===== config.mk =====
export PLATFORM = sky130hd
export DESIGN_NAME = ownership_throttle_watchdog
export DESIGN_NICKNAME = d
export VERILOG_FILES = /design/src/inc/throttle_pkg.sv /design/src/hdl/countdown8.sv /design/src/hdl/ownership_throttle_watchdog.sv
export SDC_FILE = /design/constraint.sdc
export NUM_CORES = 1
export LEC_CHECK = 0
export ABC_AREA = 1
export BUFFER_PORTS_ARGS = -buffer_cell sky130_fd_sc_hd__buf_2
export CORE_ASPECT_RATIO = 0.75
export CORE_MARGIN = 5
export CORE_UTILIZATION = 46
export DETAILED_ROUTE_END_ITERATION = 10
export GPL_TIMING_DRIVEN = 0
export HOLD_SLACK_MARGIN = 0.05
export PLACE_DENSITY = 0.76
export SYNTH_ARGS = -nofsm -noshare
export SYNTH_HDL_FRONTEND = slang
export SYNTH_SLANG_ARGS = --single-unit

===== constraint.sdc =====
create_clock -name i_mclk -period 2.5 [get_ports i_mclk]
set_input_delay 0.375 -clock i_mclk [delete_from_list [all_inputs] [get_ports i_mclk]]
set_output_delay 0.375 -clock i_mclk [all_outputs]
set_load 0.005 [all_outputs]

===== src/inc/throttle_pkg.sv =====
// Package holding constants and carriers for the ownership throttle block
package throttle_pkg;

  // ----------------------------------------------------------------
  // Timing
  // ----------------------------------------------------------------
  localparam int CLK_PERIOD_NS = 25;
  localparam int TICK_PERIOD_NS = 50;
  localparam int TICK_DIV = (TICK_PERIOD_NS + CLK_PERIOD_NS - 1) / CLK_PERIOD_NS;
  localparam logic [1:0] TICK_DIV_LAST = 2'(TICK_DIV - 1);

  // ----------------------------------------------------------------
  // Register map (byte addresses)
  // ----------------------------------------------------------------
  localparam logic [7:0] ADDR_CONTROL = 8'h00;
  localparam logic [7:0] ADDR_HMT_LOAD = 8'h04;
  localparam logic [7:0] ADDR_SMT_LOAD = 8'h08;
  localparam logic [7:0] ADDR_HST_LOAD = 8'h0C;
  localparam logic [7:0] ADDR_HMW_LOAD = 8'h10;
  localparam logic [7:0] ADDR_HSW_LOAD = 8'h14;
  localparam logic [7:0] ADDR_STATUS = 8'h18;
  localparam logic [7:0] ADDR_COUNT_A = 8'h1C;
  localparam logic [7:0] ADDR_COUNT_B = 8'h20;

  // Control fields
  localparam int CTRL_CONCURRENT_BIT = 0;

  // Reset values
  localparam logic [7:0] LOAD_RESET = 8'hFF;
  localparam logic [7:0] WATCHDOG_RESET = 8'h10;
  localparam logic [31:0] CONTROL_RESET = 32'h0000_0001;
  localparam logic [7:0] COUNT_ZERO = 8'h00;

  // AXI responses
  localparam logic [1:0] RESP_OKAY = 2'b00;
  localparam logic [1:0] RESP_SLVERR = 2'b10;

  // ----------------------------------------------------------------
  // Carriers
  // ----------------------------------------------------------------
  typedef struct packed {
    logic [7:0] host_memory_throttle;
    logic [7:0] system_memory_throttle;
    logic [7:0] host_system_throttle;
    logic [7:0] hmw;
    logic [7:0] hsw;
    logic concurrent;
  } settings_t;

  typedef struct packed {
    logic [7:0] host_memory_throttle;
    logic [7:0] system_memory_throttle;
    logic [7:0] host_system_throttle;
    logic [7:0] hmw;
    logic [7:0] hsw;
  } counts_t;

endpackage


===== src/hdl/countdown8.sv =====
// Eight-bit reloadable down-counter advanced by a shared tick
`timescale 1ns/1ps
module countdown8
  import throttle_pkg::*;
(
  // Clock and reset
  input wire logic i_mclk,
  input wire logic i_rst_b,
  // Control
  input wire logic i_load,
  input wire logic [7:0] i_value,
  input wire logic i_tick,
  input wire logic i_hold,
  input wire logic i_stop,
  // State
  output logic o_running,
  output logic o_expired,
  output logic [7:0] o_count
);

  always_ff @(posedge i_mclk or negedge i_rst_b) begin
    if (!i_rst_b) begin
      o_running <= 1'b0;
      o_count <= COUNT_ZERO;
    end else if (i_stop) begin
      o_running <= 1'b0;
    end else if (i_load) begin
      o_running <= (i_value != COUNT_ZERO);
      o_count <= i_value;
    end else if (o_running && i_tick && !i_hold) begin
      o_count <= o_count - 8'h01;
      if (o_count == 8'h01) begin
        o_running <= 1'b0;
      end
    end
  end

  // One-cycle pulse when the count runs out
  always_ff @(posedge i_mclk or negedge i_rst_b) begin
    if (!i_rst_b) begin
      o_expired <= 1'b0;
    end else begin
      o_expired <= !i_stop && !i_load && o_running && i_tick && !i_hold &&
                   (o_count == 8'h01);
    end
  end

endmodule // countdown8


===== src/hdl/ownership_throttle_watchdog.sv =====
// Memory and system-bus ownership throttles with idle watchdogs
//
// The implementer's own choices: the register offsets and register access over AXI4-Lite.
`timescale 1ns/1ps
// What this block does
// - Each throttle is an 8-bit down-counter ticking every 50 ns.
// - Count starts at ownership; foreign requests honoured only after zero.
// - A locked cycle keeps the request window shut.
// - Watchdog expiry does nothing when nobody else requests the resource.
// - Host-memory throttle only in concurrent mode after forced takeover.
// - Memory-ready held low to EISA masters while host throttle runs.
// - Host-memory counter loads on takeover, counts to zero, then expires.
// - Memory ownership request blocked during host throttle, released after.
// - Host-memory watchdog reloads at host cycle end, counts while idle.
// - Host-memory watchdog expiry ends throttle, memory back to system.
// - New host cycle reloads host-memory watchdog; countdown resumes later.
// - Aborted cache-hit host cycle reloads host-memory watchdog only at its start.
// - System-memory throttle guards EISA ownership, concurrent mode only.
// - At system throttle expiry, give memory to pending host or refresh.
// - Memory taken for a pending host by dropping memory-ready on next main-memory cycle.
// - System throttle expiry during EISA burst is ignored.
// - Host-system throttle masks system hold request in both modes.
// - Host-system throttle starts once, on system hold request falling.
// - Host-system watchdog reload per host access; expiry unmasks hold.
// - Concurrent: system accesses reload; otherwise memory or system ones.
// - Aborted cache-hit host cycle does not reload host-system watchdog.
module ownership_throttle_watchdog
  import throttle_pkg::*;
(
  // Clock and reset
  input wire logic i_mclk,
  input wire logic i_rst_b,
  // AXI4-Lite write address and data
  input wire logic [7:0] i_awaddr,
  input wire logic i_awvalid,
  output logic o_awready,
  input wire logic [31:0] i_wdata,
  input wire logic [3:0] i_wstrb,
  input wire logic i_wvalid,
  output logic o_wready,
  // AXI4-Lite write response
  output logic [1:0] o_bresp,
  output logic o_bvalid,
  input wire logic i_bready,
  // AXI4-Lite read
  input wire logic [7:0] i_araddr,
  input wire logic i_arvalid,
  output logic o_arready,
  output logic [31:0] o_rdata,
  output logic [1:0] o_rresp,
  output logic o_rvalid,
  input wire logic i_rready,
  // Host side
  input wire logic i_host_cycle_qualifier_n,
  input wire logic i_host_cycle_end,
  input wire logic i_host_cycle_to_system,
  input wire logic i_host_strobe,
  input wire logic i_memory_ownership_ack,
  input wire logic i_locked,
  input wire logic i_refresh_request,
  output logic o_memory_ownership_request,
  // System side
  input wire logic i_system_mem_request,
  input wire logic i_system_owns_memory,
  input wire logic i_eisa_master,
  input wire logic i_eisa_burst,
  input wire logic i_system_next_to_memory,
  input wire logic i_system_hold_request,
  output logic o_memory_ready_out,
  output logic o_hold_request_masked,
  output logic o_take_memory,
  output logic o_give_refresh
);

  // ----------------------------------------------------------------
  // Pin synchronisers
  // ----------------------------------------------------------------
  localparam int NSYNC = 14;
  logic [NSYNC-1:0] pin_raw;
  logic [NSYNC-1:0] sync_a_reg;
  logic [NSYNC-1:0] sync_b_reg;

  assign pin_raw = {i_host_cycle_qualifier_n, i_host_cycle_end,
                    i_host_cycle_to_system, i_host_strobe,
                    i_memory_ownership_ack, i_locked, i_refresh_request,
                    i_system_mem_request, i_system_owns_memory,
                    i_eisa_master, i_eisa_burst, i_system_next_to_memory,
                    i_system_hold_request, 1'b0};

  // Qualifier idles high, so no false cycle start follows reset
  always_ff @(posedge i_mclk or negedge i_rst_b) begin
    if (!i_rst_b) begin
      sync_a_reg <= {1'b1, {(NSYNC-1){1'b0}}};
      sync_b_reg <= {1'b1, {(NSYNC-1){1'b0}}};
    end else begin
      sync_a_reg <= pin_raw;
      sync_b_reg <= sync_a_reg;
    end
  end

  logic qual_n, cyc_end, cyc_sys, hstrobe, mack, locked, refresh;
  logic sys_req, sys_owns, eisa, burst, next_mem, system_hold_request;
  assign {qual_n, cyc_end, cyc_sys, hstrobe, mack, locked, refresh,
          sys_req, sys_owns, eisa, burst, next_mem, system_hold_request} =
          sync_b_reg[NSYNC-1:1];

  // ----------------------------------------------------------------
  // Register file
  // ----------------------------------------------------------------
  settings_t set_reg;
  counts_t counts;
  logic [31:0] control_reg;
  logic [7:0] aw_addr_reg;
  logic aw_full_reg;
  logic [31:0] w_data_reg;
  logic [3:0] w_strb_reg;
  logic w_full_reg;
  logic hmt_run, smt_run, hst_run, hmw_run, hsw_run;

  function automatic logic [7:0] merge8(input logic [7:0] old,
                                        input logic [31:0] data,
                                        input logic strb);
    return strb ? data[7:0] : old;
  endfunction

  function automatic logic mapped(input logic [7:0] addr);
    return (addr <= ADDR_COUNT_B) && (addr[1:0] == 2'b00);
  endfunction

  always_ff @(posedge i_mclk or negedge i_rst_b) begin
    if (!i_rst_b) begin
      aw_full_reg <= 1'b0;
      aw_addr_reg <= 8'h00;
      w_full_reg <= 1'b0;
      w_data_reg <= 32'h0000_0000;
      w_strb_reg <= 4'h0;
    end else begin
      if (i_awvalid && o_awready) begin
        aw_full_reg <= 1'b1;
        aw_addr_reg <= i_awaddr;
      end else if (o_bvalid && i_bready) begin
        aw_full_reg <= 1'b0;
      end
      if (i_wvalid && o_wready) begin
        w_full_reg <= 1'b1;
        w_data_reg <= i_wdata;
        w_strb_reg <= i_wstrb;
      end else if (o_bvalid && i_bready) begin
        w_full_reg <= 1'b0;
      end
    end
  end

  logic do_write;
  assign do_write = aw_full_reg && w_full_reg && !o_bvalid;

  always_ff @(posedge i_mclk or negedge i_rst_b) begin
    if (!i_rst_b) begin
      o_awready <= 1'b0;
      o_wready <= 1'b0;
      o_bvalid <= 1'b0;
      o_bresp <= RESP_OKAY;
    end else begin
      o_awready <= !aw_full_reg && !(i_awvalid && o_awready);
      o_wready <= !w_full_reg && !(i_wvalid && o_wready);
      if (do_write) begin
        o_bvalid <= 1'b1;
        o_bresp <= mapped(aw_addr_reg) ? RESP_OKAY : RESP_SLVERR;
      end else if (i_bready) begin
        o_bvalid <= 1'b0;
      end
    end
  end

  always_ff @(posedge i_mclk or negedge i_rst_b) begin
    if (!i_rst_b) begin
      control_reg <= CONTROL_RESET;
      set_reg.concurrent <= CONTROL_RESET[CTRL_CONCURRENT_BIT];
      set_reg.host_memory_throttle <= LOAD_RESET;
      set_reg.system_memory_throttle <= LOAD_RESET;
      set_reg.host_system_throttle <= LOAD_RESET;
      set_reg.hmw <= WATCHDOG_RESET;
      set_reg.hsw <= WATCHDOG_RESET;
    end else if (do_write) begin
      case (aw_addr_reg)
        ADDR_CONTROL: begin
          control_reg[0] <= w_strb_reg[0] ? w_data_reg[0] : control_reg[0];
          set_reg.concurrent <= w_strb_reg[0] ? w_data_reg[0] :
                                control_reg[0];
        end
        ADDR_HMT_LOAD: set_reg.host_memory_throttle <= merge8(set_reg.host_memory_throttle, w_data_reg,
                                             w_strb_reg[0]);
        ADDR_SMT_LOAD: set_reg.system_memory_throttle <= merge8(set_reg.system_memory_throttle, w_data_reg,
                                             w_strb_reg[0]);
        ADDR_HST_LOAD: set_reg.host_system_throttle <= merge8(set_reg.host_system_throttle, w_data_reg,
                                             w_strb_reg[0]);
        ADDR_HMW_LOAD: set_reg.hmw <= merge8(set_reg.hmw, w_data_reg,
                                             w_strb_reg[0]);
        ADDR_HSW_LOAD: set_reg.hsw <= merge8(set_reg.hsw, w_data_reg,
                                             w_strb_reg[0]);
        default: ;
      endcase
    end
  end

  always_ff @(posedge i_mclk or negedge i_rst_b) begin
    if (!i_rst_b) begin
      o_arready <= 1'b0;
      o_rvalid <= 1'b0;
      o_rdata <= 32'h0000_0000;
      o_rresp <= RESP_OKAY;
    end else begin
      o_arready <= !o_rvalid && !(i_arvalid && o_arready);
      if (i_arvalid && o_arready) begin
        o_rvalid <= 1'b1;
        o_rresp <= mapped(i_araddr) ? RESP_OKAY : RESP_SLVERR;
        case (i_araddr)
          ADDR_CONTROL: o_rdata <= {31'h0, control_reg[0]};
          ADDR_HMT_LOAD: o_rdata <= {24'h0, set_reg.host_memory_throttle};
          ADDR_SMT_LOAD: o_rdata <= {24'h0, set_reg.system_memory_throttle};
          ADDR_HST_LOAD: o_rdata <= {24'h0, set_reg.host_system_throttle};
          ADDR_HMW_LOAD: o_rdata <= {24'h0, set_reg.hmw};
          ADDR_HSW_LOAD: o_rdata <= {24'h0, set_reg.hsw};
          ADDR_STATUS: o_rdata <= {27'h0, hsw_run, hmw_run, hst_run,
                                   smt_run, hmt_run};
          ADDR_COUNT_A: o_rdata <= {8'h0, counts.host_system_throttle, counts.system_memory_throttle,
                                    counts.host_memory_throttle};
          ADDR_COUNT_B: o_rdata <= {16'h0, counts.hsw, counts.hmw};
          default: o_rdata <= 32'h0000_0000;
        endcase
      end else if (i_rready) begin
        o_rvalid <= 1'b0;
      end
    end
  end

  // ----------------------------------------------------------------
  // Timebase
  // ----------------------------------------------------------------
  logic [1:0] div_reg;
  logic tick;
  always_ff @(posedge i_mclk or negedge i_rst_b) begin
    if (!i_rst_b) begin
      div_reg <= 2'b00;
    end else begin
      div_reg <= (div_reg == TICK_DIV_LAST) ? 2'b00 : div_reg + 2'b01;
    end
  end
  assign tick = (div_reg == TICK_DIV_LAST);

  // ----------------------------------------------------------------
  // Event decode
  // ----------------------------------------------------------------
  logic sys_owns_d_reg, system_hold_request_d_reg, qual_d_reg;
  always_ff @(posedge i_mclk or negedge i_rst_b) begin
    if (!i_rst_b) begin
      sys_owns_d_reg <= 1'b0;
      system_hold_request_d_reg <= 1'b0;
      qual_d_reg <= 1'b1;
    end else begin
      sys_owns_d_reg <= sys_owns;
      system_hold_request_d_reg <= system_hold_request;
      qual_d_reg <= qual_n;
    end
  end

  logic conc, eisa_owns, eisa_start, host_pending, host_start, host_end;
  logic hmt_exp, smt_exp, hst_exp, hmw_exp, hsw_exp;
  logic smt_take, hmt_start, hmw_load, hsw_load, hst_start, hst_stop;
  logic hmt_stop;

  assign conc = set_reg.concurrent;
  assign eisa_owns = sys_owns && eisa && conc;
  assign eisa_start = eisa_owns && !sys_owns_d_reg;
  assign host_pending = hstrobe && mack;
  // Qualifier edge starts a host cycle; a rising edge mid-cycle is an abort
  assign host_start = qual_d_reg && !qual_n;
  assign host_end = cyc_end && !qual_n;
  // Window opens at expiry unless locked or mid-burst
  assign smt_take = smt_exp && sys_owns && !locked && !burst &&
                    (host_pending || refresh);
  assign hmt_start = smt_take && host_pending;
  assign hmt_stop = (hmw_exp && sys_req) || !conc;
  assign hmw_load = hmt_run && (host_end || host_start);
  assign hsw_load = hst_run && host_end &&
                    (cyc_sys || !conc);
  assign hst_start = system_hold_request_d_reg && !system_hold_request;
  assign hst_stop = hsw_exp && system_hold_request;

  // ----------------------------------------------------------------
  // Counters
  // ----------------------------------------------------------------
  countdown8 u_hmt (
    .i_mclk(i_mclk), .i_rst_b(i_rst_b), .i_load(hmt_start),
    .i_value(set_reg.host_memory_throttle), .i_tick(tick), .i_hold(1'b0),
    .i_stop(hmt_stop), .o_running(hmt_run), .o_expired(hmt_exp),
    .o_count(counts.host_memory_throttle)
  );
  countdown8 u_smt (
    .i_mclk(i_mclk), .i_rst_b(i_rst_b), .i_load(eisa_start),
    .i_value(set_reg.system_memory_throttle), .i_tick(tick), .i_hold(1'b0),
    .i_stop(!eisa_owns), .o_running(smt_run), .o_expired(smt_exp),
    .o_count(counts.system_memory_throttle)
  );
  countdown8 u_hst (
    .i_mclk(i_mclk), .i_rst_b(i_rst_b), .i_load(hst_start),
    .i_value(set_reg.host_system_throttle), .i_tick(tick), .i_hold(1'b0),
    .i_stop(hst_stop), .o_running(hst_run), .o_expired(hst_exp),
    .o_count(counts.host_system_throttle)
  );
  countdown8 u_hmw (
    .i_mclk(i_mclk), .i_rst_b(i_rst_b), .i_load(hmw_load || hmt_start),
    .i_value(set_reg.hmw), .i_tick(tick), .i_hold(!qual_n),
    .i_stop(!hmt_run && !hmt_start), .o_running(hmw_run),
    .o_expired(hmw_exp), .o_count(counts.hmw)
  );
  countdown8 u_hsw (
    .i_mclk(i_mclk), .i_rst_b(i_rst_b), .i_load(hsw_load || hst_start),
    .i_value(set_reg.hsw), .i_tick(tick), .i_hold(1'b0),
    .i_stop(!hst_run && !hst_start), .o_running(hsw_run),
    .o_expired(hsw_exp), .o_count(counts.hsw)
  );

  // ----------------------------------------------------------------
  // Outputs
  // ----------------------------------------------------------------
  always_ff @(posedge i_mclk or negedge i_rst_b) begin
    if (!i_rst_b) begin
      o_memory_ownership_request <= 1'b0;
      o_memory_ready_out <= 1'b1;
      o_hold_request_masked <= 1'b0;
      o_take_memory <= 1'b0;
      o_give_refresh <= 1'b0;
    end else begin
      o_memory_ownership_request <= sys_req && !hmt_run && !hmt_start;
      o_memory_ready_out <= !((hmt_run || hmt_start) && eisa &&
                              next_mem);
      o_hold_request_masked <= hst_run || hst_start;
      o_take_memory <= smt_take;
      o_give_refresh <= smt_take && !host_pending && refresh;
    end
  end

  logic unused_ok;
  assign unused_ok = hmt_exp ^ hst_exp ^ (|control_reg[31:1]) ^
                     (|w_data_reg[31:8]) ^ (|w_strb_reg[3:1]);

endmodule // ownership_throttle_watchdog


; Yosys cells after proc, flatten, opt, wreduce, memory -nomap -nowiden
; Cells that the tools add are included.
; W data, S select, Z words.
[totals]
romBits = 0
regBits = 185
out_inout_bits = 46
latch_bits = 0
elab_cells = 246
memories = 0
ram_bits = 0
inputBits = 72
[classes]
n_reduce_logical = 129
mul = 0
mux = 41
n_lt_le_gt_ge = 2
n_eq_ne = 21
n_addsub = 6
div_mod_pow = 0
bitwise = 4
n_shift = 0
[ops]
columns = operator, count
row1 = $pmux W24 S9, 1
row2 = $mux W8, 10
row3 = $logic_and A1 B1 Y1, 55
row4 = $eq A8 B5 Y1 const B, 6
row5 = $eq A8 B1 Y1 const B, 5
row6 = $reduce_bool A8 Y1, 5
row7 = $sub A8 B1 Y8 const B, 5
row8 = $eq A8 B4 Y1 const B, 4
row9 = $mux W1, 27
row10 = $logic_not A1 Y1, 24
row11 = $reduce_bool A3 Y1, 8
row12 = $reduce_and A2 Y1, 10
row13 = $reduce_and A3 Y1, 6
row14 = $reduce_bool A2 Y1, 9
row15 = $eq A8 B3 Y1 const B, 2
row16 = $le A8 B6 Y1 const B, 2
row17 = $logic_not A8 Y1, 2
row18 = $eq A8 B6 Y1 const B, 1
row19 = $logic_or A1 B1 Y1, 8
row20 = $mux W2, 3
row21 = $ne A3 B1 Y1 const B, 2
row22 = $logic_not A2 Y1, 2
row23 = $not A1 Y1, 4
row24 = $add A2 B1 Y2 const B, 1
row25 = $eq A2 B1 Y1 const B, 1

; Longest topological paths before layout
; Gate-level depths: netlist (run 1).
[logic_depth]
ltp_word = 13
mapped_depth = 10
ltp_nobuf = 10

; By module
; A second synthesis (run 1) with hierarchy kept.
[hier_totals]
cells_unflattened = 1108
hier_area_um2 = 9148.8
[by_module_without_submodules]
columns = module, n_inst, cells_per_inst, seq_area_each_um2, area_per_inst_um2
row1 = ownership_throttle_watchdog, 1, 589, 3216.8, 5487.8
row2 = countdown8 (u_hmt ...), 4, 104, 250.2, 729.4
row3 = countdown8 (u_hmw), 1, 103, 250.2, 743.2

; Worst setup path after synthesis (run 1)
; OpenSTA, ideal clock, no wires.
[synth_timing]
kind = register to register
start = reg sync_b_reg[13]
end = reg u_hmw.o_count[6]
synth_period_minus_slack_ns = 1.394
required_ns = 2.380
path_stages_with_launch = 9
path_buffers = 1
setup_ns = 0.120
arrival_time_ns = 1.274
setup_slack_ns = 1.106
cell_sequence = dfstp_2 -> nor2_1 -> o21ai_1 -> nand2_2 -> o21ai_2 -> inv_2 -> buf_4 -> o21ai_1 -> nand2_1
[synth_via]
elab_chain_cells = 7
elab_cells_between_ends = 10
classes_between = 1 x mux / 9 x reduce/logical
[synth_lines]
columns = item, line
row1 = from (decl), ownership_throttle_watchdog.sv:81  ; logic [NSYNC-1:0] sync_b_reg;
row2 = from (signal assigned), ownership_throttle_watchdog.sv:94  ; sync_b_reg <= {1'b1, {(NSYNC-1){1'b0}}};
row3 = from (signal assigned), ownership_throttle_watchdog.sv:97  ; sync_b_reg <= sync_a_reg;
row4 = $logic_not A1 Y1, -
row5 = "$logic_and A1 B1 Y1, on equally long branches", "ownership_throttle_watchdog.sv:278, ownership_throttle_watchdog.sv:277"
row6 = $logic_or A1 B1 Y1, ownership_throttle_watchdog.sv:284  ; assign hmw_load = hmt_run && (host_end || host_start);
row7 = $logic_and A1 B1 Y1, ownership_throttle_watchdog.sv:284
row8 = $logic_or A1 B1 Y1, ownership_throttle_watchdog.sv:312  ; .i_mclk(i_mclk), .i_rst_b(i_rst_b), .i_load(hmw_load || hmt_start),
row9 = $reduce_bool A2 Y1 (no source line), -
row10 = $reduce_and A2 Y1 (no source line), -
row11 = to (signal assigned), countdown8.sv:29  ; o_count <= i_value;
row12 = to (signal assigned), countdown8.sv:31  ; o_count <= o_count - 8'h01;
row13 = to (decl), countdown8.sv:18  ; output logic [7:0] o_count
; Parallel ways exist; a longest one is shown, timed or not.
; A chain may end at the register's enable or synchronous reset.

==> results of run 1 <==
==> power groups by stage <==
stage | sequential, mW | clock, mW | combinational [mW]
3_5_place_dp | 3.80 | 0 | 2.06
6_report | 3.77 | 2.80 | 2.09
5_1_grt | 3.83 | 2.97 | 2.36
4_1_cts | 3.76 | 2.85 | 2.09
3_3_place_gp | 3.79 | 0 | 1.99
2_1_floorplan | 3.67 | 0 | 1.49
==> cells in the mapped netlist (3+ instances only) <==
cell                         n
sky130_fd_sc_hd__a21oi_1    33
sky130_fd_sc_hd__nor3_2      3
sky130_fd_sc_hd__buf_6       4
sky130_fd_sc_hd__nor2_2      4
sky130_fd_sc_hd__o31ai_1     6
sky130_fd_sc_hd__nand3_1    68
sky130_fd_sc_hd__ha_1       10
sky130_fd_sc_hd__o21ai_0    44
sky130_fd_sc_hd__nor3_1      5
sky130_fd_sc_hd__o21ai_2     9
sky130_fd_sc_hd__a22oi_1     3
sky130_fd_sc_hd__mux2_2      5
sky130_fd_sc_hd__nor2_1     84
sky130_fd_sc_hd__buf_2      11
sky130_fd_sc_hd__o211ai_1    7
sky130_fd_sc_hd__buf_4      13
sky130_fd_sc_hd__dfrtp_1   144
sky130_fd_sc_hd__inv_2      18
sky130_fd_sc_hd__nand3_2     3
sky130_fd_sc_hd__inv_1     101
sky130_fd_sc_hd__clkbuf_1    6
sky130_fd_sc_hd__xnor2_1     5
sky130_fd_sc_hd__xor2_1      9
sky130_fd_sc_hd__dfstp_2    31
sky130_fd_sc_hd__nand2_1   227
sky130_fd_sc_hd__nand2_2    13
sky130_fd_sc_hd__o21ai_1    79
sky130_fd_sc_hd__nand4_1    15
sky130_fd_sc_hd__nor4_1      5
sky130_fd_sc_hd__o22ai_1    10
sky130_fd_sc_hd__nor2_4      5
==> metal layers <==
layer  GRT usage, %  up-vias  wire length, um
li1               -     3472                -
met1           32.7     3392            10900
met2           31.0      251             9380
met3           5.53       25             1680
met4           5.53        0              310
met5              0        -                0
==> cell type report <==
cell class	count	area share [%]
Buffer	34	2.21
Clock buffer	20	4.49
Clock inverter	12	1.71
Inverter	119	4.49
Multi-Input combinational cell	672	33.9
Sequential cell	175	44.4
Tap cell	242	3.04
Timing Repair Buffer	94	5.71
==> path summary, 6_finish.rpt <==
| check | from | end | slack [ns] | depth (start not counted) |
|---|---|---|---|---|
| max in group asynchronous | i_rst_b | set_reg[29] | 1.13 | 3 |
| min reg2reg | sync_a_reg[3] | sync_b_reg[3] | 0.35 | 0 |
| min in group asynchronous | i_rst_b | sync_a_reg[8] | 0.49 | 2 |
| max | control_reg[0] | u_hsw.o_count[5] | 0.81 | 8 |
| max reg2reg | control_reg[0] | u_hsw.o_count[5] | 0.81 | 8 |
| min | i_eisa_burst | sync_a_reg[3] | 0.07 | 1 |
==> cells by family after synthesis <==
kind of cell,count (synthesis)
AO/OA/AOI/OAI,196
flip-flops,175
adder cells (fa/ha/maj),10
AND/OR/NAND/NOR,437
XOR/XNOR,14
other,1
buffers and inverters,153
multiplexers,5
==> through the flow <==
stage | util (%) | cell area (um^2) | hold slack, ns
global placement | 51.5 | 9170 | 0.333
floorplan | - | 8460 | 0.0794
global route | 55.9 | 9950 | 0.0532
CTS | 55.9 | 9950 | 0.0529
detailed placement | 51.7 | 9200 | 0.336
finish | 55.9 | 9950 | 0.0727
==> results by stage, run 1 <==
Outcome:
- The flow ran to the end, and the final reports show no timing, DRC or antenna violations.

Power:
- For this design the total switching power over the nets is just under 3 mW.
- The analysis attributes to cell leakage a power of just under 5 nW.
- The clock network accounts for 32.3% of the total power.
- The power per cell area is 870 nW/um^2.
- The worst supply voltage drop on vdd is 524 uV.
- The cell-internal power is roughly 5.7 mW.
- The sequential power share is between 40% and 50%.
- Combinational logic is responsible for about 24% of the overall power.
- Overall power consumption after layout is estimated at 8.66 mW.
- The switching share of total power is between 30 and 40%.

Clock network:
- The post-cts gate resize count is 0.
- After clock tree synthesis, the clock-pin slew on the worst setup and hold paths is 0.07 ns.
- The clock reaches the later pin of the worst-skew pair after 0.43 ns.
- The TritonCTS clock tree is done.
- The count of buffers added by post-CTS timing repair for setup is 0.
- Counting the buffers created by CTS gives 17.
- The longest clock path from root to sink contains 2 buffers.
- The number of hold buffers added after cts is 13.
- The tree is rooted in a sky130_fd_sc_hd__clkbuf_16.
- The number of levels in the clock H-tree is 4.
- The clock sink count is 175.

Critical path:
- The arrival time of data at the critical path endpoint is approximately 2.0 ns.
- In this design, the stage delay of the slowest critical-path cell is approximately 0.63 ns.
- Among all stages on the critical path, the largest delay is contributed by sky130_fd_sc_hd__dfstp_2.
- Walking the worst path, the cells encountered are nand2_1, nand3_1, nand2_4, inv_2, buf_2, nand3_1, a21oi_1, nor2_1.
- The critical path launch point type is a register.
- Broken down by cell family, the worst path's largest delay share belongs to flip-flops.
- In this run the worst path has a maximum fanout of 10.
- The number of buffers and inverters on the critical path is 2.
- For the worst setup path, the data required time is 2.82 ns.
- The cell that appears most often on the critical path is sky130_fd_sc_hd__nand3_1.
- The worst setup path is of the reg -> reg kind.
- STA classifies the critical path endpoint as a register.

Route:
- Using the TritonRoute via totals, the vias-per-cell ratio works out to 5.22.
- The final wirelength is 22.2 mm.
- For this run, design rule violations remaining after detail routing come to 0.
- The average wire per standard cell is between 15 and 20 um.
- The total via count in the routed design is 7140.
- In this run the remaining antenna-violating nets after routing total 0.
- The initial DRC count is just over 800.
- The iteration count of the initial detailed-routing pass is 7.

Final layout:
- The number of antenna diodes in the final layout is 0.
- Summing all multi-input logic gate instances after layout gives between 3000 and 4000 um^2.
- For this run, the post-layout net count is 1195.
- Relative to the synthesized area, the layout overhead comes to 18.0%.
- Of the cells placed in the final design, the portion with a size suffix greater than 1 is 20.8%.
- The storage element area is around 4400 um^2.
- The library cell used most frequently in the layout, excluding fill and tap cells, is sky130_fd_sc_hd__nand2_1.
- The count of cells in the finished layout, fillers not included, comes to approximately 1400.
- The flip-flop count of the largest register, all copies and words added is 40.
- The number of fill cells in the layout is 1614.
- The top cell types in the final layout, fill and taps aside, are 227 x sky130_fd_sc_hd__nand2_1, 144 x sky130_fd_sc_hd__dfrtp_1, 101 x sky130_fd_sc_hd__inv_1.

Timing:
- Setup repair after global routing left no endpoint under its margin.
- Setup total negative slack on the finished layout was measured at 0 ns.
- The smallest setup slack after layout is 0.805 ns.
- The final period utilization is 67.8%.
- The final critical-path required period is approximately 1.7 ns.
- Setup violations remaining at the end of the flow were counted as 0.
- Measured against its own limit, the worst slew margin works out to roughly three fifths.
- The number of pins exceeding their max-slew limit in the final report is 0.
- The count of final hold-check violations is 0.
- For the pin with the worst max-slew slack, the measured transition is around 0.6 ns.
- The maximum clock skew at final layout is 0.00716 ns.
- The maximum clock rate is between 0.5 and 0.6 GHz.

Yosys:
- The area fraction in and, or, nand and nor cells after synthesis is 23.2%.
- The async set-or-reset flop fraction in the synthesized netlist is 100%.
- The post-synthesis cell area is 8430 um^2.
- The portion of netlist area occupied by mux cells is less than 1%.
- After synthesis, the largest area contributor takes up 42.7% of total cell area.
- Yosys attributes the largest share of cell area to sky130_fd_sc_hd__dfrtp_1 43%, sky130_fd_sc_hd__nand2_1 10%, sky130_fd_sc_hd__dfstp_2 9.7%, sky130_fd_sc_hd__o21ai_1 4.7%, sky130_fd_sc_hd__inv_1 4.5%.
- The netlist uses 40 different library cells.
- In this run, synthesis inferred 0 flip-flops with an integrated enable.
- The most instantiated flip-flop cell in the synthesis netlist is sky130_fd_sc_hd__dfrtp_1.
- Summing the areas of all fa, ha and maj instances in the mapped netlist gives 1.48% of the synthesized area.
- The warning count from the yosys run is 0.
- Counting flops and latches in the post-synthesis netlist gives 175.
- The library cell occupying the most area in the post-synthesis netlist is sky130_fd_sc_hd__dfrtp_1.
- The register area share after synthesis is a little over half.
- Of the total synthesized cell area, the portion taken by XOR and XNOR cells is 1.45%.
- The average cell area after synthesis is 8.51 um^2.
- Synthesis handed over a netlist of 991 instances.
- The main combinational cell family by area after synthesis is simple AND/OR/NAND/NOR gates.
- The area fraction in compound gates after synthesis is 12.8%.

Placed design:
- During placement, the flow inserted port buffers numbering 80.
- The weighted congestion reported at the end of routability-driven placement is about 1.0.
- The setup slack at placement is 0.748 ns.
- The cell count after placement is approximately 1300.
- After legalization and detailed placement, the total HPWL measured 16.4 mm.

Floorplanning:
- The area of the core is 17800 um^2.
- The count of pins on the block boundary is 118.
- The area of the die is ~21000 um^2.
- From left edge to right edge, the die measures 166 um.
- In this run the vertical extent of the chip is 127 um.
- The initial cell density of the core is 47.3%.
- The site row count is 42.

Run:
- Max-cap violations in this run came to 0.

Global routing:
- For this run the aggregate overflow at the end of global routing stands at 0.
- Entering global routing, the biggest net connects 101 pins.
- The total global routing track utilization is 21.6%.
- The number of antenna violations at the first check in global routing came to 0.
- The first global-routing pass estimated 36.6 mm of wire.
- The number of global-route vias before repair is a little under 7000.

Worst hold path:
- The type of the most critical hold path is in -> reg.
Power figures use the tool's default switching activity.
==> run 2, diff against run 1 <==
--- a/config.mk
+++ b/config.mk
@@ -13,7 +13,7 @@
 export DETAILED_ROUTE_END_ITERATION = 10
 export GPL_TIMING_DRIVEN = 0
 export HOLD_SLACK_MARGIN = 0.05
-export PLACE_DENSITY = 0.76
+export PLACE_DENSITY = 0.79
 export SYNTH_ARGS = -nofsm -noshare
 export SYNTH_HDL_FRONTEND = slang
 export SYNTH_SLANG_ARGS = --single-unit
==> constraint.sdc (replaced) <==
create_clock -name i_mclk -period 1.44 [get_ports i_mclk]
set_input_delay 0.216 -clock i_mclk [delete_from_list [all_inputs] [get_ports i_mclk]]
set_output_delay 0.216 -clock i_mclk [all_outputs]
set_load 0.005 [all_outputs]
==> results by stage, run 2 (synthesized netlist as in run 1, its figures left out) <==
Critical path:
- The largest delay contributor family on the critical path is compound AO/OA/AOI/OAI gates.
- Setup slack on the worst reg-to-reg path comes out at -0.05 ns.
- The slowest stage of the critical path is the sky130_fd_sc_hd__dfrtp_1 cell.
- On the worst path, the slowest cell contributes a delay of around 0.41 ns.
- STA puts the critical path data required time at 1.77 ns.
- The worst register-to-register path begins at u_hmw.o_count[1].
- By startpoint and endpoint, the worst setup path is classified as reg -> reg.
- The type of destination of the critical path is a register.
- In this run the worst path has a maximum fanout of 4.
- Data arrives at the worst endpoint at 1.82 ns.
- Tracing the worst setup path back leads to its startpoint at u_hmw.o_count[1].
- The critical path launch point type is a register.
- Walking the worst path, the cells encountered are inv_1, ha_4, nand2_1, o21ai_0, a21oi_1, o21ai_2, nand2_1.
- The number of buffers and inverters on the critical path is 1.
- The cell repeated most along the worst path is sky130_fd_sc_hd__nand2_1.

Timing:
- Across all hold checks on the routed design, the worst slack comes to 0.0576 ns.
- The maximum clock rate is approximately 0.67 GHz.
- The number of pins exceeding their max-slew limit in the final report is 0.
- Setup repair after global routing could not meet its margin everywhere.
- Dividing the final minimum period by the clock period gives 104%.
- For the final routed database, the setup TNS stands at -0.317 ns.
- The slew at the pin closest to its max-slew limit is 0.569 ns.
- The maximum clock skew at final layout is 0.0114 ns.
- The count of final hold-check violations is 0.
- Subtracting the final worst setup slack from the clock period gives roughly 1.5 ns.
- The smallest setup slack after layout is -0.0507 ns.
- In this run the tightest slew margin relative to its limit is 62.0%.
- Setup violations remaining at the end of the flow were counted as 16.

Route:
- Using the TritonRoute via totals, the vias-per-cell ratio works out to 5.42.
- The average wire per standard cell is 17.1 um.
- For this run, the detailed router's first-pass iteration total came to 5.
- The remaining antenna violation count is 0.
- The detailed router finished its first iteration with about 760 violations.
- After detailed routing, the number of remaining DRC violations is 0.
- The final route contains 7707 vias.
- The final wirelength is 24.4 mm.

Final layout:
- The sequential cells in the finished layout cover a total of between 4000 and 5000 um^2.
- The register with the most flip-flops in the layout has 40 of them.
- The library cell used most frequently in the layout, excluding fill and tap cells, is sky130_fd_sc_hd__nand2_1.
- After the flow finishes, the layout carries non-filler instances totaling ~1400.
- The multi-input combinational cells in the finished layout cover a total of 3780 um^2.
- The post-route netlist has 30.5% of its cells at a drive strength greater than 1.
- The number of antenna diodes in the final layout is 0.
- The top cell types in the final layout, fill and taps aside, are 199 x sky130_fd_sc_hd__nand2_1, 142 x sky130_fd_sc_hd__dfrtp_1, 92 x sky130_fd_sc_hd__inv_1.
- The post-route cell area is 10900 um^2.
- Compared with the post-synthesis result, the final layout area differs by 28.9%.
- The number of fill cells in the layout is 1488.
- Cells fill 61.0% of the core in the end.
- The net count reported at finish is 1248.

Floorplanning:
- The die outline width is 166 um.
- The area of the die is roughly 21000 um^2.
- After floorplanning, the core was sized to cover 17800 um^2.
- The count of pins on the block boundary is 118.
- Once the floorplan was initialized, standard cells occupied between 40% and 50% of the core.
- From bottom edge to top edge, the die measures 127 um.
- The site row count is 42.

Run:
- The max-capacitance violation count is 0.

Global routing:
- Across every metal layer, demand over resource in global routing totals 22.5%.
- The number of antenna violations at the first check in global routing is 0.
- The global-route wire length before repair is about 38 mm.
- For this run the aggregate overflow at the end of global routing stands at 0.
- Entering global routing, the biggest net connects 113 pins.
- The number of global-route vias before repair is 7456.

Clock network:
- Clock-pin slew was measured on the worst setup and hold paths at 0.07 ns.
- CTS built an H-tree with a depth of 4.
- The TritonCTS clock tree is done.
- Buffers inserted during clock tree synthesis total 17.
- The clock drives 175 sinks.
- The clock insertion delay at the later pin of the skew report is between 0.4 and 0.5 ns.
- The cell chosen for the clock root is sky130_fd_sc_hd__clkbuf_16.
- The longest clock path from root to sink contains 2 buffers.

Power:
- The power per cell area is about 1400 nW/um^2.
- Internal power comes to 9.67 mW.
- The leakage component of the power is 5.20 nW.
- The sequential power share is between 40% and 50%.
- For this design the total switching power over the nets is 5.34 mW.
- Of the total power, the share spent switching nets is 35.6%.
- The share of total power in the clock network is 28.8%.
- The overall power consumption is roughly 15 mW.
- The combinational share of power is about 27%.
- The worst supply voltage drop on vdd is around 770 uV.

Outcome:
- The final reports fail on negative setup slack.
- The run finished, with violations left.

Worst hold path:
- The hold path startpoint is i_awaddr[3].
- The min-delay analysis places its worst path in the category in -> reg.

Placed design:
- During placement, the flow inserted port buffers numbering 80.
- The weighted congestion reported at the end of routability-driven placement is 1.02.
- The HPWL after detailed placement is between 15 and 20 mm.
- The cell count after placement is 1323.
- The setup slack at placement is -0.233 ns.
- The area after detailed placement is 9200 um^2.
==> run 2: repair_timing <==
item | in CTS | in global routing
hold buffers | 34 | 0
cloned | 2 | 6
endpoints found under the hold margin | 95 | 0
pin swaps | 14 | 24
setup endpoints to repair | 71 | 91
resized for setup | 43 | 123
buffers inserted | 14 | 12
==> run 2: final cells by class <==
class                           count  area share [%]
Clock buffer                       21            4.24
Multi-Input combinational cell    672            34.8
Tap cell                          242            2.79
Sequential cell                   175            40.7
Clock inverter                     11           0.794
Timing Repair Buffer              149            10.1
Inverter                          119            4.32
Buffer                             32            2.33
==> run 2: final timing paths <==
| path | cells past startpoint | to |
|---|---|---|
| hold reg to reg | 0 | sync_b_reg[1] |
| min in group asynchronous | 2 | o_take_memory |
| max in group asynchronous | 3 | set_reg[37] |
| setup reg to reg | 7 | u_hmw.o_count[6] |
| setup / recovery | 7 | u_hmw.o_count[6] |
| hold / removal | 3 | aw_addr_reg[3] |
==> run 2: tightest hold or removal path: stages <==
cell and delay [ns]:
sky130_fd_sc_hd__buf_2 0.11, sky130_fd_sc_hd__nor2_1 0.09, sky130_fd_sc_hd__a21oi_1 0.05
==> run 2: power groups by stage <==
stage                     Combinational (mW)  Clock, mW  Sequential (mW)
after floorplan                         2.59          0             6.38
after global placement                  3.43          0             6.57
after detailed placement                3.57          0             6.61
after CTS                               3.80       4.38             6.56
final                                   4.08       4.32             6.61
after global routing                    4.53       4.59             6.70
==> run 2: routing by layer <==
metal	GRT usage, %	vias up	wire length, um
li1	-	3590	-
met1	32.5	3722	10800
met2	33.8	349	10800
met3	5.22	46	2180
met4	7.31	0	508
met5	0	-	0
==> run 3, diff against run 2 <==
--- a/config.mk
+++ b/config.mk
@@ -8,7 +8,7 @@
 export ABC_AREA = 1
 export BUFFER_PORTS_ARGS = -buffer_cell sky130_fd_sc_hd__buf_2
 export CORE_ASPECT_RATIO = 0.75
-export CORE_MARGIN = 5
+export CORE_MARGIN = 10
 export CORE_UTILIZATION = 46
 export DETAILED_ROUTE_END_ITERATION = 10
 export GPL_TIMING_DRIVEN = 0
==> results by stage, run 3 (synthesized netlist as in run 1, its figures left out) <==
Final layout:
- The flip-flop count of the largest register, all copies and words added is 40.
- The area growth from synthesis to layout is 30.5%.
- The most common cell after layout, fill and taps aside is sky130_fd_sc_hd__nand2_1.
- The repair_antennas step left the layout with diodes totalling 0.
- Cells with a size suffix above 1 make up a little under a third of the layout.
- With fillers left out, the area of the finished cells amounts to 11000 um^2.
- After the last flow step, the layout net total stands at approximately 1200.
- Leaving out fill and tap cells, the most frequent cells in the layout are 200 x sky130_fd_sc_hd__nand2_1, 139 x sky130_fd_sc_hd__dfrtp_1, 93 x sky130_fd_sc_hd__inv_1.

Route:
- The count of unresolved DRC violations after routing is 0.
- The total via count in the routed design is between 7000 and 8000.
- The average wire per standard cell is 17.4 um.
- The detail-routed via count per cell is ~5.4.
- The final wirelength is ~25 mm.
- The initial DRC count is about 860.
- The first TritonRoute pass finished after 5 iterations.
- The detail route stage leaves a number of antenna-violating nets equal to 0.

Critical path:
- The slowest stage of the critical path is the sky130_fd_sc_hd__dfstp_2 cell.
- Data arrives at the worst endpoint at 1.84 ns.
- The type of destination of the critical path is a register.
- STA puts the critical path data required time at 1.77 ns.
- The critical path in this run is classified as reg -> reg.
- The largest single stage delay on the critical path is 0.66 ns.
- Of all nets on the critical path, the largest fanout is 7.
- The critical path launch point type is a register.
- The signal on the critical path passes through nand2_2, nand3_4, nand2_4, inv_8, buf_6, nand3_2, a21oi_2, nor2_1.

Timing:
- In the final timing run, aggregate negative setup slack is -1.07 ns.
- In the finished design, the share of the clock period the worst path needs comes to 105%.
- Setup repair after global routing could not meet its margin everywhere.
- The number of pins exceeding their max-slew limit in the final report came to 0.
- Static timing analysis puts the maximum clock frequency at 0.659 GHz.
- Measured against its own limit, the worst slew margin works out to a little under three fifths.
- Clock skew on the completed layout was measured at 0.00814 ns.
- The count of final hold-check violations came to 0.
- The setup violation total in the final timing report is 33.
- In the post-route analysis, the smallest setup slack over all paths is -0.0778 ns.
- For the pin with the worst max-slew slack, the measured transition is between 0.6 and 0.7 ns.
- Counting I/O delays and the setup requirement, the final critical path takes 1.52 ns.

Clock network:
- Clock latency on the worst-skew pair, taken at its later pin, is roughly 0.43 ns.
- The clock sink count is 175.
- The cell chosen for the clock root is sky130_fd_sc_hd__clkbuf_16.
- The total clock buffers created by CTS is 17.
- After clock tree synthesis, the clock-pin slew on the worst setup and hold paths is 0.07 ns.
- The number of levels in the clock H-tree is 4.
- TritonCTS built the clock tree.
- The maximum buffer depth of the clock tree is 2.

Floorplanning:
- The die is 137 um tall.
- The count of pins on the block boundary is roughly 120.
- The die outline width is 176 um.
- The site row count is 42.
- Once the floorplan was initialized, standard cells occupied 47.3% of the core.
- In this run the standard cell core region covers 17800 um^2.
- The area of the die is 24200 um^2.

Placed design:
- Buffers placed on the I/O ports in this run total 80.
- The placed instances occupy a cell area of 9200 um^2.
- The setup slack at placement is -0.243 ns.
- Routability-driven placement finished with a final weighted congestion of 1.01.
- The wire-length estimate of the detail-placed layout is 17.1 mm.

Outcome:
- The final reports fail on negative setup slack.
- The flow ran to the end, but the final reports show violations.

Power:
- The leakage component of the power is 5.25 nW.
- The worst-case IR drop observed on VDD is 1220 uV.
- For this design the ratio of total power to cell area is roughly 1400 nW/um^2.

Global routing:
- The number of antenna violations at the first check in global routing was 0.
- The number of global-route vias before repair is roughly 7300.
- The global-route wire length before repair is 38.7 mm.
- After global routing the overflow that remains totals 0.
- Entering global routing, the biggest net connects 95 pins.
- Global routing used between 20% and 30% of the available tracks across all layers.

Worst hold path:
- The tightest min-delay check is of the in -> reg type.

Run:
- The max-capacitance violation count is 0.
[run 3: repair_timing]
action / 4_1_cts / 5_1_grt
buffers inserted: 12 / 16
resized for setup: 39 / 154
hold endpoints to repair: 111 / 0
cloned: 1 / 6
hold buffers: 34 / 0
setup endpoints to repair: 69 / 96
pin swaps: 12 / 36
[run 3: report_power, final]
part           total, mW  switching (mW)  leakage, nW  internal, mW
Clock               4.55            2.03        0.283          2.52
Sequential          6.64           0.807         2.17          5.83
Combinational       4.18            2.64         2.80          1.54
[run 3: worst max-delay path: cells and delay by family, from the launching register on]
| family | cells | cell delay (ns) |
|---|---|---|
| simple gates | 5 | 0.41 |
| compound gates | 1 | 0.14 |
| flops | 1 | 0.66 |
| buf+inv | 2 | 0.20 |
[run 3: cell type report]
cell class / instances / area, um^2
clock buffers: 20 / 457
clock inverters: 12 / 128
inverters: 119 / 464
fillers: 1450 / 6820
plain buffers: 32 / 270
multi-input cells: 672 / 3810
repair buffers: 150 / 1140
flip-flops and latches: 175 / 4420
well taps: 242 / 303
[run 3: final timing paths]
check | from | to | slack, ns | cells after the start
worst max register to register | control_reg[0] | u_hsw.o_count[5] | -0.08 | 8
max in group asynchronous | i_rst_b | set_reg[32] | 0.20 | 3
worst max-delay path | control_reg[0] | u_hsw.o_count[5] | -0.08 | 8
worst min register to register | sync_a_reg[1] | sync_b_reg[1] | 0.35 | 0
min in group asynchronous | i_rst_b | sync_b_reg[9] | 0.34 | 2
worst min-delay path | i_wdata[0] | w_data_reg[0] | 0.06 | 3
[run 3: stage by stage]
stage          util [%]  hold WS, ns  total power [mW]  instances
4_1_cts            58.2       0.0550              15.0       1402
5_1_grt            61.7       0.0928              16.2       1422
3_5_place_dp       51.7        0.248              10.2       1323
3_3_place_gp       51.5        0.323              10.0       1322
6_report           61.7       0.0630              15.4       1422
2_1_floorplan         -      -0.0796              8.97       1000
[run 3: metal layers]
metal	share of wire (%)	global-route usage [%]	up-vias
li1	-	-	3589
met1	46	28.4	3658
met2	44	30.2	339
met3	9.2	5.50	26
met4	1.2	4.98	0
met5	0	0	-
